**src/design/serial_mp_consts.svh**
```systemverilog
// register map, field positions, reset values and timing for the serial unit
// Operation
// [RQ1] multiprocessor frames carry an extra bit: 1 marks ID, 0 marks data
// [RQ2] sender transmits target ID with bit set, then data with bit cleared
// [RQ3] ID frame compared to own ID; match accepts data, mismatch skips it
// [RQ4] multiprocessor format ignores parity setting; no parity made or checked
// [RQ5] empty flag 0: holding word moves to shifter, flag set, frame starts
// [RQ6] stop bit tests empty flag: send next word, or set end flag, idle high
// [RQ7] six sources: transmit end, empty, receive full, overrun, framing, parity
// [RQ8] empty request follows empty flag, end request follows end flag, enabled
// [RQ9] empty and end flags reset to 1, so enabled requests fire at once
// [RQ10] full request follows full flag; error request follows any error flag
// [RQ11] transmit requests gated by transmit enable; receive ones by receive enable; code uses tx_empty_irq_en, tx_end_irq_en, rx_irq_en, not txe/rxe
// [RQ12] holding write clears empty flag; transfer into shifter sets it again
// [RQ13] holding writes always accepted; a pending unsent word is overwritten
// [RQ14] software writes each word once, only after seeing empty flag set
// [RQ15] overrun sets its flag, full stays 1, received word is discarded
// [RQ16] framing or parity alone set their flags; word still copied, full kept
// [RQ17] to go full duplex from transmit: wait both flags, clear, set both enables
// [RQ18] to go full duplex from receive: stop, check flags clear, set both enables
// [RQ19] reception halts while any error flag is set until software clears them
// [RQ20] reading received word clears full flag; frame ending with full set overruns
// [RQ21] receiver oversamples 16x, syncs on start edge, samples at eighth pulse
// [RQ22] while skipping, data frames change no flag and raise no request
`ifndef SERIAL_MP_CONSTS_SVH
`define SERIAL_MP_CONSTS_SVH
`define OFF_CTRL   8'h00
`define OFF_STAT   8'h04
`define OFF_TXDATA 8'h08
`define OFF_RXDATA 8'h0c
`define OFF_BAUD   8'h10
`define OFF_OWNID  8'h14
`define C_TXE  0
`define C_RXE  1
`define C_TIE  2
`define C_RIE  3
`define C_TX_END_IRQ_EN 4
`define C_MP   5
`define C_PEN  6
`define C_PODD 7
`define S_TBE  0
`define S_TX_END_FLAG 1
`define S_RFUL 2
`define S_OER  3
`define S_FER  4
`define S_PER  5
`define BAUD_RST  16'h0035
`define OVS_LAST  4'hf
`define SAMPLE_AT 4'h7
`define BITS_PLAIN 4'ha
`define BITS_EXTRA 4'hb
`endif

```
**src/design/serial_mp_pkg.sv**
```systemverilog
// types for the serial unit
package serial_mp_pkg;
  typedef enum logic [0:0] {TX_IDLE, TX_SHIFT} tx_st_e;
  typedef enum logic [1:0] {RX_IDLE, RX_START, RX_BITS} rx_st_e;
  typedef struct packed {
    tx_st_e      st;
    logic [3:0]  cnt;
    logic [3:0]  left;
    logic [10:0] sh;
    logic        txd;
    logic        done;
  } tx_s;
  typedef struct packed {
    rx_st_e     st;
    logic [3:0] cnt;
    logic [3:0] idx;
    logic [9:0] sh;
    logic       prev;
    logic       done;
  } rx_s;
  typedef struct packed {
    logic txe, rxe, tx_empty_irq_en, rx_irq_en, tx_end_irq_en, mp, pen, podd;
    logic tbe, tx_end_flag, rfull, overrun_flag, framing_flag, per;
    logic [8:0]  thold;
    logic [8:0]  tnext;
    logic        queued;
    logic [8:0]  rhold;
    logic [15:0] div;
    logic [15:0] bcnt;
    logic        tick;
    logic [7:0]  myid;
    logic        listen;
    logic        pready;
    logic        pslverr;
    logic [31:0] prdata;
    logic        tx_load;
    logic [8:0]  tx_data;
    logic        irq_txe, irq_tx_end_flag, irq_rxf, irq_err;
  } main_s;
endpackage

```
**src/design/serial_tx_shift.sv**
```systemverilog
// transmit shifter: start, 8 data, optional extra bit, stop
`timescale 1ns/1ps
`default_nettype none
`include "serial_mp_consts.svh"
module serial_tx_shift (
  input  wire logic       clk,
  input  wire logic       rst_n,
  input  wire logic       ce,
  input  wire logic       tick,
  input  wire logic       load,
  input  wire logic [8:0] data,
  input  wire logic       use_extra,
  output logic            txd,
  output logic            busy,
  output logic            in_stop,
  output logic            done
);
  serial_mp_pkg::tx_s s;
  serial_mp_pkg::tx_s n;

  always_comb begin
    n = s;
    n.done = 1'b0;
    case (s.st)
      serial_mp_pkg::TX_IDLE: begin
        if (load) begin
          n.st = serial_mp_pkg::TX_SHIFT;
          n.sh = use_extra ? {1'b1, data, 1'b0} : {2'b11, data[7:0], 1'b0};
          n.left = use_extra ? `BITS_EXTRA : `BITS_PLAIN;
          n.cnt = 4'h0;
          n.txd = 1'b0;
        end
      end
      serial_mp_pkg::TX_SHIFT: begin
        if (tick) begin
          n.cnt = s.cnt + 4'h1;
          if (s.cnt == `OVS_LAST) begin
            if (s.left == 4'h1) begin
              n.st = serial_mp_pkg::TX_IDLE;
              n.done = 1'b1;
              n.txd = 1'b1;
            end else begin
              n.sh = {1'b1, s.sh[10:1]};
              n.txd = s.sh[1];
              n.left = s.left - 4'h1;
            end
          end
        end
      end
      default: n.st = serial_mp_pkg::TX_IDLE;
    endcase
  end

  always_ff @(posedge clk or negedge rst_n) begin
    if (!rst_n) begin
      s <= '0;
      s.txd <= 1'b1;
    end else if (ce) begin
      s <= n;
    end
  end

  assign txd = s.txd;
  assign busy = (s.st == serial_mp_pkg::TX_SHIFT);
  assign in_stop = busy && (s.left == 4'h1);
  assign done = s.done;
endmodule // serial_tx_shift
`default_nettype wire

```
**src/design/serial_rx_sample.sv**
```systemverilog
// receive sampler on the 16x tick
`timescale 1ns/1ps
`default_nettype none
`include "serial_mp_consts.svh"
module serial_rx_sample (
  input  wire logic       clk,
  input  wire logic       rst_n,
  input  wire logic       ce,
  input  wire logic       tick,
  input  wire logic       en,
  input  wire logic       rxd,
  input  wire logic       use_extra,
  output logic            done,
  output logic [7:0]      data,
  output logic            extra,
  output logic            stop_ok
);
  serial_mp_pkg::rx_s s;
  serial_mp_pkg::rx_s n;
  logic [3:0] nbits;

  always_comb begin
    n = s;
    n.done = 1'b0;
    nbits = use_extra ? `BITS_PLAIN - 4'h1 : `BITS_PLAIN - 4'h2;
    if (tick) begin
      n.prev = rxd;
      n.cnt = s.cnt + 4'h1;
    end
    case (s.st)
      serial_mp_pkg::RX_IDLE: begin
        if (tick && s.prev && !rxd) begin
          n.st = serial_mp_pkg::RX_START;
          n.cnt = 4'h0;
        end
      end
      serial_mp_pkg::RX_START: begin
        if (tick && s.cnt == `SAMPLE_AT - 4'h1) begin
          n.cnt = 4'h0;
          n.idx = 4'h0;
          n.st = rxd ? serial_mp_pkg::RX_IDLE : serial_mp_pkg::RX_BITS; // RQ21
        end
      end
      serial_mp_pkg::RX_BITS: begin
        if (tick && s.cnt == `OVS_LAST) begin
          n.sh[s.idx] = rxd; // RQ21
          n.idx = s.idx + 4'h1;
          if (s.idx == nbits) begin
            n.st = serial_mp_pkg::RX_IDLE;
            n.done = 1'b1;
          end
        end
      end
      default: n.st = serial_mp_pkg::RX_IDLE;
    endcase
    if (!en) begin
      n.st = serial_mp_pkg::RX_IDLE;
      n.done = 1'b0;
    end
  end

  always_ff @(posedge clk or negedge rst_n) begin
    if (!rst_n) begin
      s <= '0;
      s.prev <= 1'b1;
    end else if (ce) begin
      s <= n;
    end
  end

  assign done = s.done;
  assign data = s.sh[7:0];
  assign extra = use_extra ? s.sh[8] : 1'b0;
  assign stop_ok = use_extra ? s.sh[9] : s.sh[8];
endmodule // serial_rx_sample
`default_nettype wire

```
**src/design/serial_mp_unit.sv**
```systemverilog
// serial unit top: apb registers, transmit and receive control, requests
`timescale 1ns/1ps
`default_nettype none
`include "serial_mp_consts.svh"
module serial_mp_unit #(
  parameter logic [15:0] BAUD_RESET = `BAUD_RST
) (
  input  wire logic        MCLK,
  input  wire logic        RESET_N,
  input  wire logic        CE,
  input  wire logic        PSEL,
  input  wire logic        PENABLE,
  input  wire logic        PWRITE,
  input  wire logic [7:0]  PADDR,
  input  wire logic [31:0] PWDATA,
  output logic [31:0]      PRDATA,
  output logic             PREADY,
  output logic             PSLVERR,
  input  wire logic        RXD,
  output logic             TXD,
  output logic             TX_EMPTY_IRQ,
  output logic             TX_END_IRQ,
  output logic             RX_FULL_IRQ,
  output logic             RX_ERROR_IRQ
);

  // ***********************************************
  // elaboration check
  // ***********************************************
  if (BAUD_RESET == 16'h0000) begin : g_chk
    $error("baud divisor must be at least one");
  end

  // ***********************************************
  // helpers
  // ***********************************************
  function automatic logic hit(input logic [7:0] a, input logic [7:0] off);
    return a == off;
  endfunction

  function automatic logic mapped(input logic [7:0] a);
    return hit(a, `OFF_CTRL) || hit(a, `OFF_STAT) || hit(a, `OFF_TXDATA) ||
           hit(a, `OFF_RXDATA) || hit(a, `OFF_BAUD) || hit(a, `OFF_OWNID);
  endfunction

  function automatic logic par_bit(input logic [7:0] d, input logic odd);
    return (^d) ^ odd;
  endfunction

  // ***********************************************
  // state
  // ***********************************************
  serial_mp_pkg::main_s s;
  serial_mp_pkg::main_s n;

  logic        setup;
  logic        acc;
  logic        wr;
  logic        rd;
  logic        rd_rx;
  logic        rfull_eff;
  logic        use_extra;
  logic        rx_en;
  logic        rx_perr;
  logic        tx_busy;
  logic        tx_stop;
  logic        tx_done;
  logic        rx_done;
  logic [7:0]  rx_data;
  logic        rx_extra;
  logic        rx_stop;
  logic [31:0] rdata;

  assign use_extra = s.mp || s.pen;
  assign rx_en = s.rxe && !(s.overrun_flag || s.framing_flag || s.per); // RQ19
  assign rx_perr = s.pen && !s.mp && (rx_extra != par_bit(rx_data, s.podd)); // RQ4

  // ***********************************************
  // read mux
  // ***********************************************
  always_comb begin
    rdata = 32'h0000_0000;
    case (PADDR)
      `OFF_CTRL: begin
        rdata[`C_TXE] = s.txe;
        rdata[`C_RXE] = s.rxe;
        rdata[`C_TIE] = s.tx_empty_irq_en;
        rdata[`C_RIE] = s.rx_irq_en;
        rdata[`C_TX_END_IRQ_EN] = s.tx_end_irq_en;
        rdata[`C_MP] = s.mp;
        rdata[`C_PEN] = s.pen;
        rdata[`C_PODD] = s.podd;
      end
      `OFF_STAT: begin
        rdata[`S_TBE] = s.tbe;
        rdata[`S_TX_END_FLAG] = s.tx_end_flag;
        rdata[`S_RFUL] = s.rfull;
        rdata[`S_OER] = s.overrun_flag;
        rdata[`S_FER] = s.framing_flag;
        rdata[`S_PER] = s.per;
      end
      `OFF_TXDATA: rdata[8:0] = s.thold;
      `OFF_RXDATA: rdata[8:0] = s.rhold;
      `OFF_BAUD:   rdata[15:0] = s.div;
      `OFF_OWNID:  rdata[7:0] = s.myid;
      default:     rdata = 32'h0000_0000;
    endcase
  end

  // ***********************************************
  // next state
  // ***********************************************
  always_comb begin
    n = s;
    n.tick = 1'b0;
    n.tx_load = 1'b0;
    setup = PSEL && !PENABLE && !s.pready;
    acc = PSEL && PENABLE && s.pready;
    wr = acc && PWRITE;
    rd = acc && !PWRITE;
    rd_rx = rd && hit(PADDR, `OFF_RXDATA);
    rfull_eff = s.rfull && !rd_rx;

    // 16x tick divider
    if (s.bcnt >= s.div) begin
      n.bcnt = 16'h0000;
      n.tick = 1'b1;
    end else begin
      n.bcnt = s.bcnt + 16'h0001;
    end

    // bus handshake, one access cycle
    if (setup) begin
      n.pready = 1'b1;
      n.pslverr = !mapped(PADDR);
      n.prdata = rdata;
    end else if (acc) begin
      n.pready = 1'b0;
      n.pslverr = 1'b0;
    end

    // register writes
    if (wr && hit(PADDR, `OFF_CTRL)) begin
      n.txe = PWDATA[`C_TXE];
      n.rxe = PWDATA[`C_RXE];
      n.tx_empty_irq_en = PWDATA[`C_TIE];
      n.rx_irq_en = PWDATA[`C_RIE];
      n.tx_end_irq_en = PWDATA[`C_TX_END_IRQ_EN];
      n.mp = PWDATA[`C_MP];
      n.pen = PWDATA[`C_PEN];
      n.podd = PWDATA[`C_PODD];
    end
    if (wr && hit(PADDR, `OFF_BAUD)) begin
      n.div = (PWDATA[15:0] == 16'h0000) ? 16'h0001 : PWDATA[15:0];
    end
    if (wr && hit(PADDR, `OFF_OWNID)) begin
      n.myid = PWDATA[7:0];
    end
    // writing 0 clears a receive flag; events below set it again
    if (wr && hit(PADDR, `OFF_STAT)) begin
      if (!PWDATA[`S_RFUL]) n.rfull = 1'b0;
      if (!PWDATA[`S_OER]) n.overrun_flag = 1'b0;
      if (!PWDATA[`S_FER]) n.framing_flag = 1'b0;
      if (!PWDATA[`S_PER]) n.per = 1'b0;
    end
    if (rd_rx) begin
      n.rfull = 1'b0; // RQ20
    end

    // ***********************************************
    // transmit control
    // ***********************************************
    if (tx_done) begin
      if (s.queued) begin
        n.tx_load = 1'b1;
        n.tx_data = s.tnext;
        n.queued = 1'b0;
      end else begin
        n.tx_end_flag = 1'b1; // RQ6
      end
    end else if (s.txe && !s.tbe && !tx_busy && !s.tx_load && !s.queued) begin
      n.tx_load = 1'b1; // RQ5
      n.tx_data = {s.mp ? s.thold[8] : par_bit(s.thold[7:0], s.podd), s.thold[7:0]};
      n.tbe = 1'b1; // RQ12
      n.tx_end_flag = 1'b0;
    end
    // stop bit test: hand the next word over early
    if (tx_stop && !tx_done && s.txe && !s.tbe && !s.queued) begin
      n.tnext = {s.mp ? s.thold[8] : par_bit(s.thold[7:0], s.podd), s.thold[7:0]}; // RQ1
      n.queued = 1'b1; // RQ6
      n.tbe = 1'b1; // RQ12
    end
    if (!s.txe) begin
      n.tbe = 1'b1;
    end
    // a write always lands, even over an unsent word
    if (wr && hit(PADDR, `OFF_TXDATA)) begin
      n.thold = PWDATA[8:0]; // RQ13
      n.tbe = 1'b0; // RQ12
    end

    // ***********************************************
    // receive control
    // ***********************************************
    if (rx_done) begin
      if (s.mp && rx_extra) begin
        n.listen = (rx_data == s.myid); // RQ3
      end else if (!s.mp || s.listen) begin // RQ22
        if (!rx_stop) n.framing_flag = 1'b1; // RQ16
        if (rx_perr) n.per = 1'b1; // RQ16
        if (rfull_eff) begin
          n.overrun_flag = 1'b1; // RQ15
        end else begin
          n.rhold = {rx_extra, rx_data}; // RQ16
          if (rx_stop && !rx_perr) n.rfull = 1'b1;
        end
      end
    end

    // ***********************************************
    // requests follow flags and enables
    // ***********************************************
    n.irq_txe = n.tbe && n.tx_empty_irq_en; // RQ8 RQ11
    n.irq_tx_end_flag = n.tx_end_flag && n.tx_end_irq_en; // RQ8
    n.irq_rxf = n.rfull && n.rx_irq_en; // RQ10 RQ11
    n.irq_err = (n.overrun_flag || n.framing_flag || n.per) && n.rx_irq_en; // RQ7 RQ10
  end

  always_ff @(posedge MCLK or negedge RESET_N) begin
    if (!RESET_N) begin
      s <= '0;
      s.tbe <= 1'b1; // RQ9
      s.tx_end_flag <= 1'b1; // RQ9
      s.div <= BAUD_RESET;
    end else if (CE) begin
      s <= n;
    end
  end

  // ***********************************************
  // shifters
  // ***********************************************
  serial_tx_shift u_tx (
    .clk       (MCLK),
    .rst_n     (RESET_N),
    .ce        (CE),
    .tick      (s.tick),
    .load      (s.tx_load),
    .data      (s.tx_data),
    .use_extra (use_extra),
    .txd       (TXD),
    .busy      (tx_busy),
    .in_stop   (tx_stop),
    .done      (tx_done)
  );

  serial_rx_sample u_rx (
    .clk       (MCLK),
    .rst_n     (RESET_N),
    .ce        (CE),
    .tick      (s.tick),
    .en        (rx_en),
    .rxd       (RXD),
    .use_extra (use_extra),
    .done      (rx_done),
    .data      (rx_data),
    .extra     (rx_extra),
    .stop_ok   (rx_stop)
  );

  assign PRDATA = s.prdata;
  assign PREADY = s.pready;
  assign PSLVERR = s.pslverr;
  assign TX_EMPTY_IRQ = s.irq_txe;
  assign TX_END_IRQ = s.irq_tx_end_flag;
  assign RX_FULL_IRQ = s.irq_rxf;
  assign RX_ERROR_IRQ = s.irq_err;
endmodule // serial_mp_unit
`default_nettype wire

```
**config.mk**
```make
export PLATFORM = sky130hd
export DESIGN_NAME = serial_mp_unit
export DESIGN_NICKNAME = d
export VERILOG_FILES = /design/src/design/serial_mp_pkg.sv /design/src/design/serial_tx_shift.sv /design/src/design/serial_rx_sample.sv /design/src/design/serial_mp_unit.sv
export VERILOG_INCLUDE_DIRS = /design/src /design/src/design
export SDC_FILE = /design/constraint.sdc
export NUM_CORES = 1
export LEC_CHECK = 0
export ABC_AREA = 1
export BUFFER_PORTS_ARGS = -buffer_cell sky130_fd_sc_hd__buf_2
export CAP_MARGIN = 25
export CELL_PAD_IN_SITES_DETAIL_PLACEMENT = 1
export CELL_PAD_IN_SITES_GLOBAL_PLACEMENT = 1
export CORE_MARGIN = 2
export CORE_UTILIZATION = 44
export CTS_CLUSTER_SIZE = 20
export DETAILED_ROUTE_END_ITERATION = 10
export PLACE_DENSITY_LB_ADDON = 0.1
export SYNTH_ARGS = -nofsm -noshare
export SYNTH_HDL_FRONTEND = slang
export SYNTH_SLANG_ARGS = --single-unit
export TNS_END_PERCENT = 5
```
**constraint.sdc**
```tcl
create_clock -name MCLK -period 2.44 [get_ports MCLK]
set_input_delay 0 -clock MCLK [delete_from_list [all_inputs] [get_ports MCLK]]
set_output_delay 0 -clock MCLK [all_outputs]
set_load 0.01 [all_outputs]
```
# ---- Word level (Yosys, flattened, before mapping)
# Cells that the tools add are included.
dict set report classes {
  eq_ne 25
  n_reduce_logical 88
  mux 70
  magnitude_cmp 3
  n_addsub 5
  n_bitwise 5
}
# operator count
set ops {}
lappend ops {{10-bit two-way mux} 5}
lappend ops {{21-bit case mux with 2 select lines} 1}
lappend ops {{1-bit logical AND} 36}
lappend ops {{6-bit case mux with 6 select lines} 1}
lappend ops {{1-bit two-way mux} 34}
lappend ops {{16-bit two-way mux} 2}
lappend ops {{22-bit two-way mux} 1}
lappend ops {{21-bit two-way mux} 1}
lappend ops {{4-bit two-way mux} 5}
lappend ops {{2-bit AND reduction} 9}
lappend ops {{17-bit two-way mux} 1}
lappend ops {{16-bit by 1-bit adder with 16-bit output (second input constant)} 1}
lappend ops {{8-bit by 4-bit equality test with 1-bit output (second input constant)} 2}
lappend ops {{8-bit by 5-bit equality test with 1-bit output (second input constant)} 2}
lappend ops {{16-bit greater-or-equal comparator} 1}
lappend ops {{16-bit logical NOT} 1}
lappend ops {{4-bit case mux with 2 select lines} 2}
lappend ops {{8-bit parity} 2}
lappend ops {{15-bit two-way mux} 1}
lappend ops {{5-bit AND reduction} 3}
lappend ops {{1-bit logical NOT} 14}
lappend ops {{14-bit two-way mux} 1}
lappend ops {{2-bit two-way mux} 7}
lappend ops {{4-bit by 1-bit adder with 4-bit output (second input constant)} 3}
lappend ops {{30 further kinds} 60}
dict set report totals {
  input_bits 47
  ff_bits 160
}

# ---- Logic depth before layout (Yosys ltp)
dict set report logic_depth {
  word_depth 14
  mapped_depth 13
}

# ---- Hierarchy
# A second synthesis with hierarchy kept.
dict set report hier_totals {
  hier_cells 1115
  area_unflattened_um2 8785.9
}
# mod area_each_um2 n_inst cells_per_inst
set modules_own_cells {}
lappend modules_own_cells {serial_mp_unit 6361.1 1 793}
lappend modules_own_cells {serial_rx_sample 1273.7 1 164}
lappend modules_own_cells {serial_tx_shift 1151.1 1 158}

# ---- Worst setup path before layout
# No wires, ideal clock.
dict set report synth_timing {
  kind {register to register}
  startpoint {register s[76] (netlist name)}
  endpoint {register s[70] (netlist name)}
  required_ns 2.319
  arrival_ns 1.664
  slack_ns 0.655
  setup_time_ns 0.121
  path_buffers 1
  stages_incl_launch_ff 13
  path_cell_list {dfstp_2 inv_1 ha_1 nand2_1 o21ai_0 nand2_1 nand2_1 nand2_1 nand3_1 nand2_1 inv_1 buf_2 nor2_1}
}
dict set report synth_between {
  elab_chain_cells 2
}
# item line_no
set synth_lines {}
lappend synth_lines {{from (decl)} serial_mp_unit.sv:53} ;# serial_mp_pkg::main_s s;
lappend synth_lines {{from (signal assigned)} serial_mp_unit.sv:236} ;# s <= n;
lappend synth_lines {{16-bit greater-or-equal comparator} serial_mp_unit.sv:125} ;# if (s.bcnt >= s.div) begin
lappend synth_lines {{16-bit two-way mux} serial_mp_unit.sv:125}
# Every way passes these cells.
# A chain may end at the register's enable or synchronous reset.

# ---- Final worst setup path
dict set report layout_timing {
  startpoint {register s[69] (netlist name)}
  endpoint {register s[73] (netlist name)}
}
dict set report layout_between {
  elab_chain_cells 2
  word_cells_on_any_way 3
  cone_classes {1 x add/sub; 1 x order compare; 1 x mux}
}
# item line_no
set layout_lines {}
lappend layout_lines {{16-bit by 1-bit adder with 16-bit output / 16-bit greater-or-equal comparator (equally long branches)} {serial_mp_unit.sv:129, serial_mp_unit.sv:125}}
lappend layout_lines {{16-bit two-way mux *} serial_mp_unit.sv:125}
# Mark *: on every way between the ends. The rest lies on a longest branch, timed or not.

==> results by group <==
STA
  • Period Utilization, post-route: 0.855
  • RSZ-0062 raised after global routing: false
  • Post-Route Setup TNS: 0 ns
  • Final worst-path setup slack: between 0.3 and 0.4 ns
  • Slew HR: 0.652
  • Fin. max-slew vios: 0
  • Final Hold Fails: 0
  • Peak Freq: ~480 MHz
  • Fin crit period: roughly 2.1 ns
  • Worst-margin pin slew: between 0.5 and 0.6 ns
  • Final setup violation count: 0
  • Clock Skew: between 0.01 and 0.015 ns

Synth
  • Gate Count Post-Synth: about 1100
  • Yosys top cell area share: 0.437
  • Synth area leaders: dfrtp_1, nand2_1, o21ai_0
  • Post-synth top area cell: dfrtp_1
  • EDFF count, synth: 0
  • Seq cells post-synth: approximately 160
  • Syn Std Cell Area: 8650 um2
  • Asr flop ratio synth: 1.00
  • Sequential area share after synthesis: 0.461
  • Synth unique cells: 47
  • Mean Syn Cell Area: slightly below 8 um2
  • Syn. warnings: 0
  • Top_reg_cell synth: dfrtp_1

Floorplanning
  • Initial Util: 0.446
  • Die X: 144 um
  • I/O pin cnt: 86
  • Die Span Y: 144 um
  • Num rows: approximately 50
  • Die area: 20800 um2
  • Core area: 19400 um2

Min path
  • WHS Path Cells: 3
  • Min-Delay Path Class: input port to flip-flop

Pwr
  • P_leak: about 4.7 nW
  • Maximum VDD drop: about 0.57 mV
  • Power Density: around 740 nW/um2

Layout
  • Leading cell type in the layout, fill and taps excluded: nand2_1
  • Ant diodes: 0
  • Synth-to-layout area growth: 13.8%
  • Filler Cell Count: ~2500
  • # nets final: ~1200
  • Share of layout cells above drive strength 1: 0.116
  • Most frequent cells in the layout: nand2_1, dfrtp_1, inv_1

Clock tree
  • Root buf cell: clkbuf_16
  • Number of buffers on the longest clock path: 2
  • H-tree levels: 4
  • Resized Gates After CTS: 0
  • Clock Sinks: ~160
  • TritonCTS Buffers: 17
  • Clock-pin slew on the worst setup and hold paths: ~0.070 ns
  • CTS tree: built
  • Clk Latency, worst-skew pair: 0.44 ns

Critical path
  • Slowest Stage Delay on Critical Path: around 0.46 ns
  • Reg2Reg Depth: 8
  • Slowest CP cell: dfrtp_1
  • Worst setup SP type: flip-flop
  • Crit-path max FO: 13
  • Required time of the critical path: around 2.8 ns
  • Worst EP arrival: around 2.4 ns
  • CP endpoint kind: flip-flop
  • R2R Setup Slk: between 0.3 and 0.4 ns
  • Crit Path Category: flip-flop to flip-flop
  • Sequence of cells on the critical path: ha_1, nand2_1, nor3_1, nand3_1, nand3_1, nand2_1, inv_1, nor2_1

Routing
  • Vias per cell: roughly 5.2
  • Vias: 7429
  • Drt total wl: 24700 um
  • Post-route ant nets: 0
  • DR WL/cell: between 15 and 20 um
  • DR DRC count: 0
  • Iter 0 DRT Violations: roughly 420
  • Pre-antenna DRT Iters: 4

Placement
  • HPWL Detailed: approximately 18000 um
  • Buffers on Ports: 53
  • Setup WS pre-CTS: ~0.33 ns
  • Routability cong.: about 0.86

Run status
  • Outcome: complete, no violations

GRT
  • Vias in the first global route: between 7000 and 8000
  • First-pass GRT wire length: between 40000 and 50000 um
  • Number of antenna violations at the first check in global routing: 0
  • GRT Total Usage: 0.253
  • Largest net degree at the start of global routing: 56
  • Grt total ovfl: 0

Job
  • MaxCap Viol Count: 0
cells in the mapped netlist (2+ instances only):
library cell / n
inv_2: 4
nor4_1: 3
o21ai_1: 9
nor2_2: 7
nor2_1: 70
dfstp_2: 8
buf_6: 4
nand4_1: 15
clkbuf_1: 7
o21a_1: 3
o21bai_1: 3
nand2_2: 7
o211ai_1: 4
xor2_1: 13
a31oi_1: 3
inv_1: 151
o221ai_1: 2
o32ai_1: 2
o22ai_1: 21
buf_2: 9
nand3_1: 52
nor3_1: 17
ha_1: 29
a21oi_1: 41
or2_2: 2
nor2_4: 4
o21ai_0: 125
dfrtp_1: 151
xnor2_1: 9
nand2_1: 267
buf_4: 34
metrics by stage:
stage | hold slack (ns) | total power, mW | cells | cell area [um2] | util
after CTS | 0.00211 | 7.39 | 1429 | 9840 | 0.507
after detailed placement | -0.0165 | 4.37 | 1383 | 9060 | 0.467
after floorplan | -0.296 | 4.04 | 1107 | 8710 | -
final | 0.0202 | 7.31 | 1429 | 9840 | 0.507
after global routing | 0.00905 | 7.70 | 1429 | 9840 | 0.507
after global placement | -0.0125 | 4.31 | 1383 | 9060 | 0.467
flip-flops by register name, summed over array words and instances (netlist names), named ones only:
name and cells:
u_rx.s 11, PSLVERR 1, TX_EMPTY_IRQ 1, TX_END_IRQ 1
s 94, u_tx.txd 1, u_rx.done 1, RX_FULL_IRQ 1
u_tx.s 18, RX_ERROR_IRQ 1, PRDATA 16, u_tx.busy 1
u_tx.done 1, PREADY 1
final timing paths:
| check | from | end |
|---|---|---|
| worst max-delay path | s[69] | s[73] |
| min in group asynchronous | RESET_N | PSLVERR |
| worst min register to register | u_tx.s[12] | u_tx.s[12] |
| max in group asynchronous | RESET_N | u_rx.s[1] |
| worst max register to register | s[69] | s[73] |
| worst min-delay path | PWDATA[7] | s[81] |
report_power, final:
part           switching (mW)  internal, mW
combinational           0.701         0.443
clock                    1.15          1.82
sequential              0.236          2.96
per-layer routing:
layer,global-route usage,wire length (um),up-vias
li1,-,-,3608
met1,0.350,11600,3677
met2,0.415,11900,117
met3,0.0447,870,27
met4,0.0634,379,0
met5,0,0,-
critical path: cells and delay by family, from the launching register on:
family                   cells  cell delay (ns)
buffers and inverters        1             0.34
AND/OR/NAND/NOR              6             0.83
adder cells (fa/ha/maj)      1             0.33
flip-flops                   1             0.46
cells by family after synthesis:
group                    after synthesis  synth area share
other                                  1          0.000434
XOR/XNOR                              22            0.0223
adder cells (fa/ha/maj)               29            0.0420
flip-flops                           159             0.461
AO/OA/AOI/OAI                        219             0.137
buffers and inverters                213             0.112
AND/OR/NAND/NOR                      449             0.225
final cells by class:
class	count	area [um2]	share of cell area
sequential	159	3990	0.405
multi-input combinational	735	3750	0.381
inverter	157	591	0.0600
timing repair buffer	81	542	0.0550
clock buffer	19	433	0.0440
tap	265	332	0.0337
clock inverter	13	213	0.0216
repair_timing:
item	CTS	global route
setup endpoints to repair	0	0
hold buffers	14	0
hold endpoints to repair	178	0
setup buffers	0	0
No activity file was read; power rests on OpenSTA's default activity.
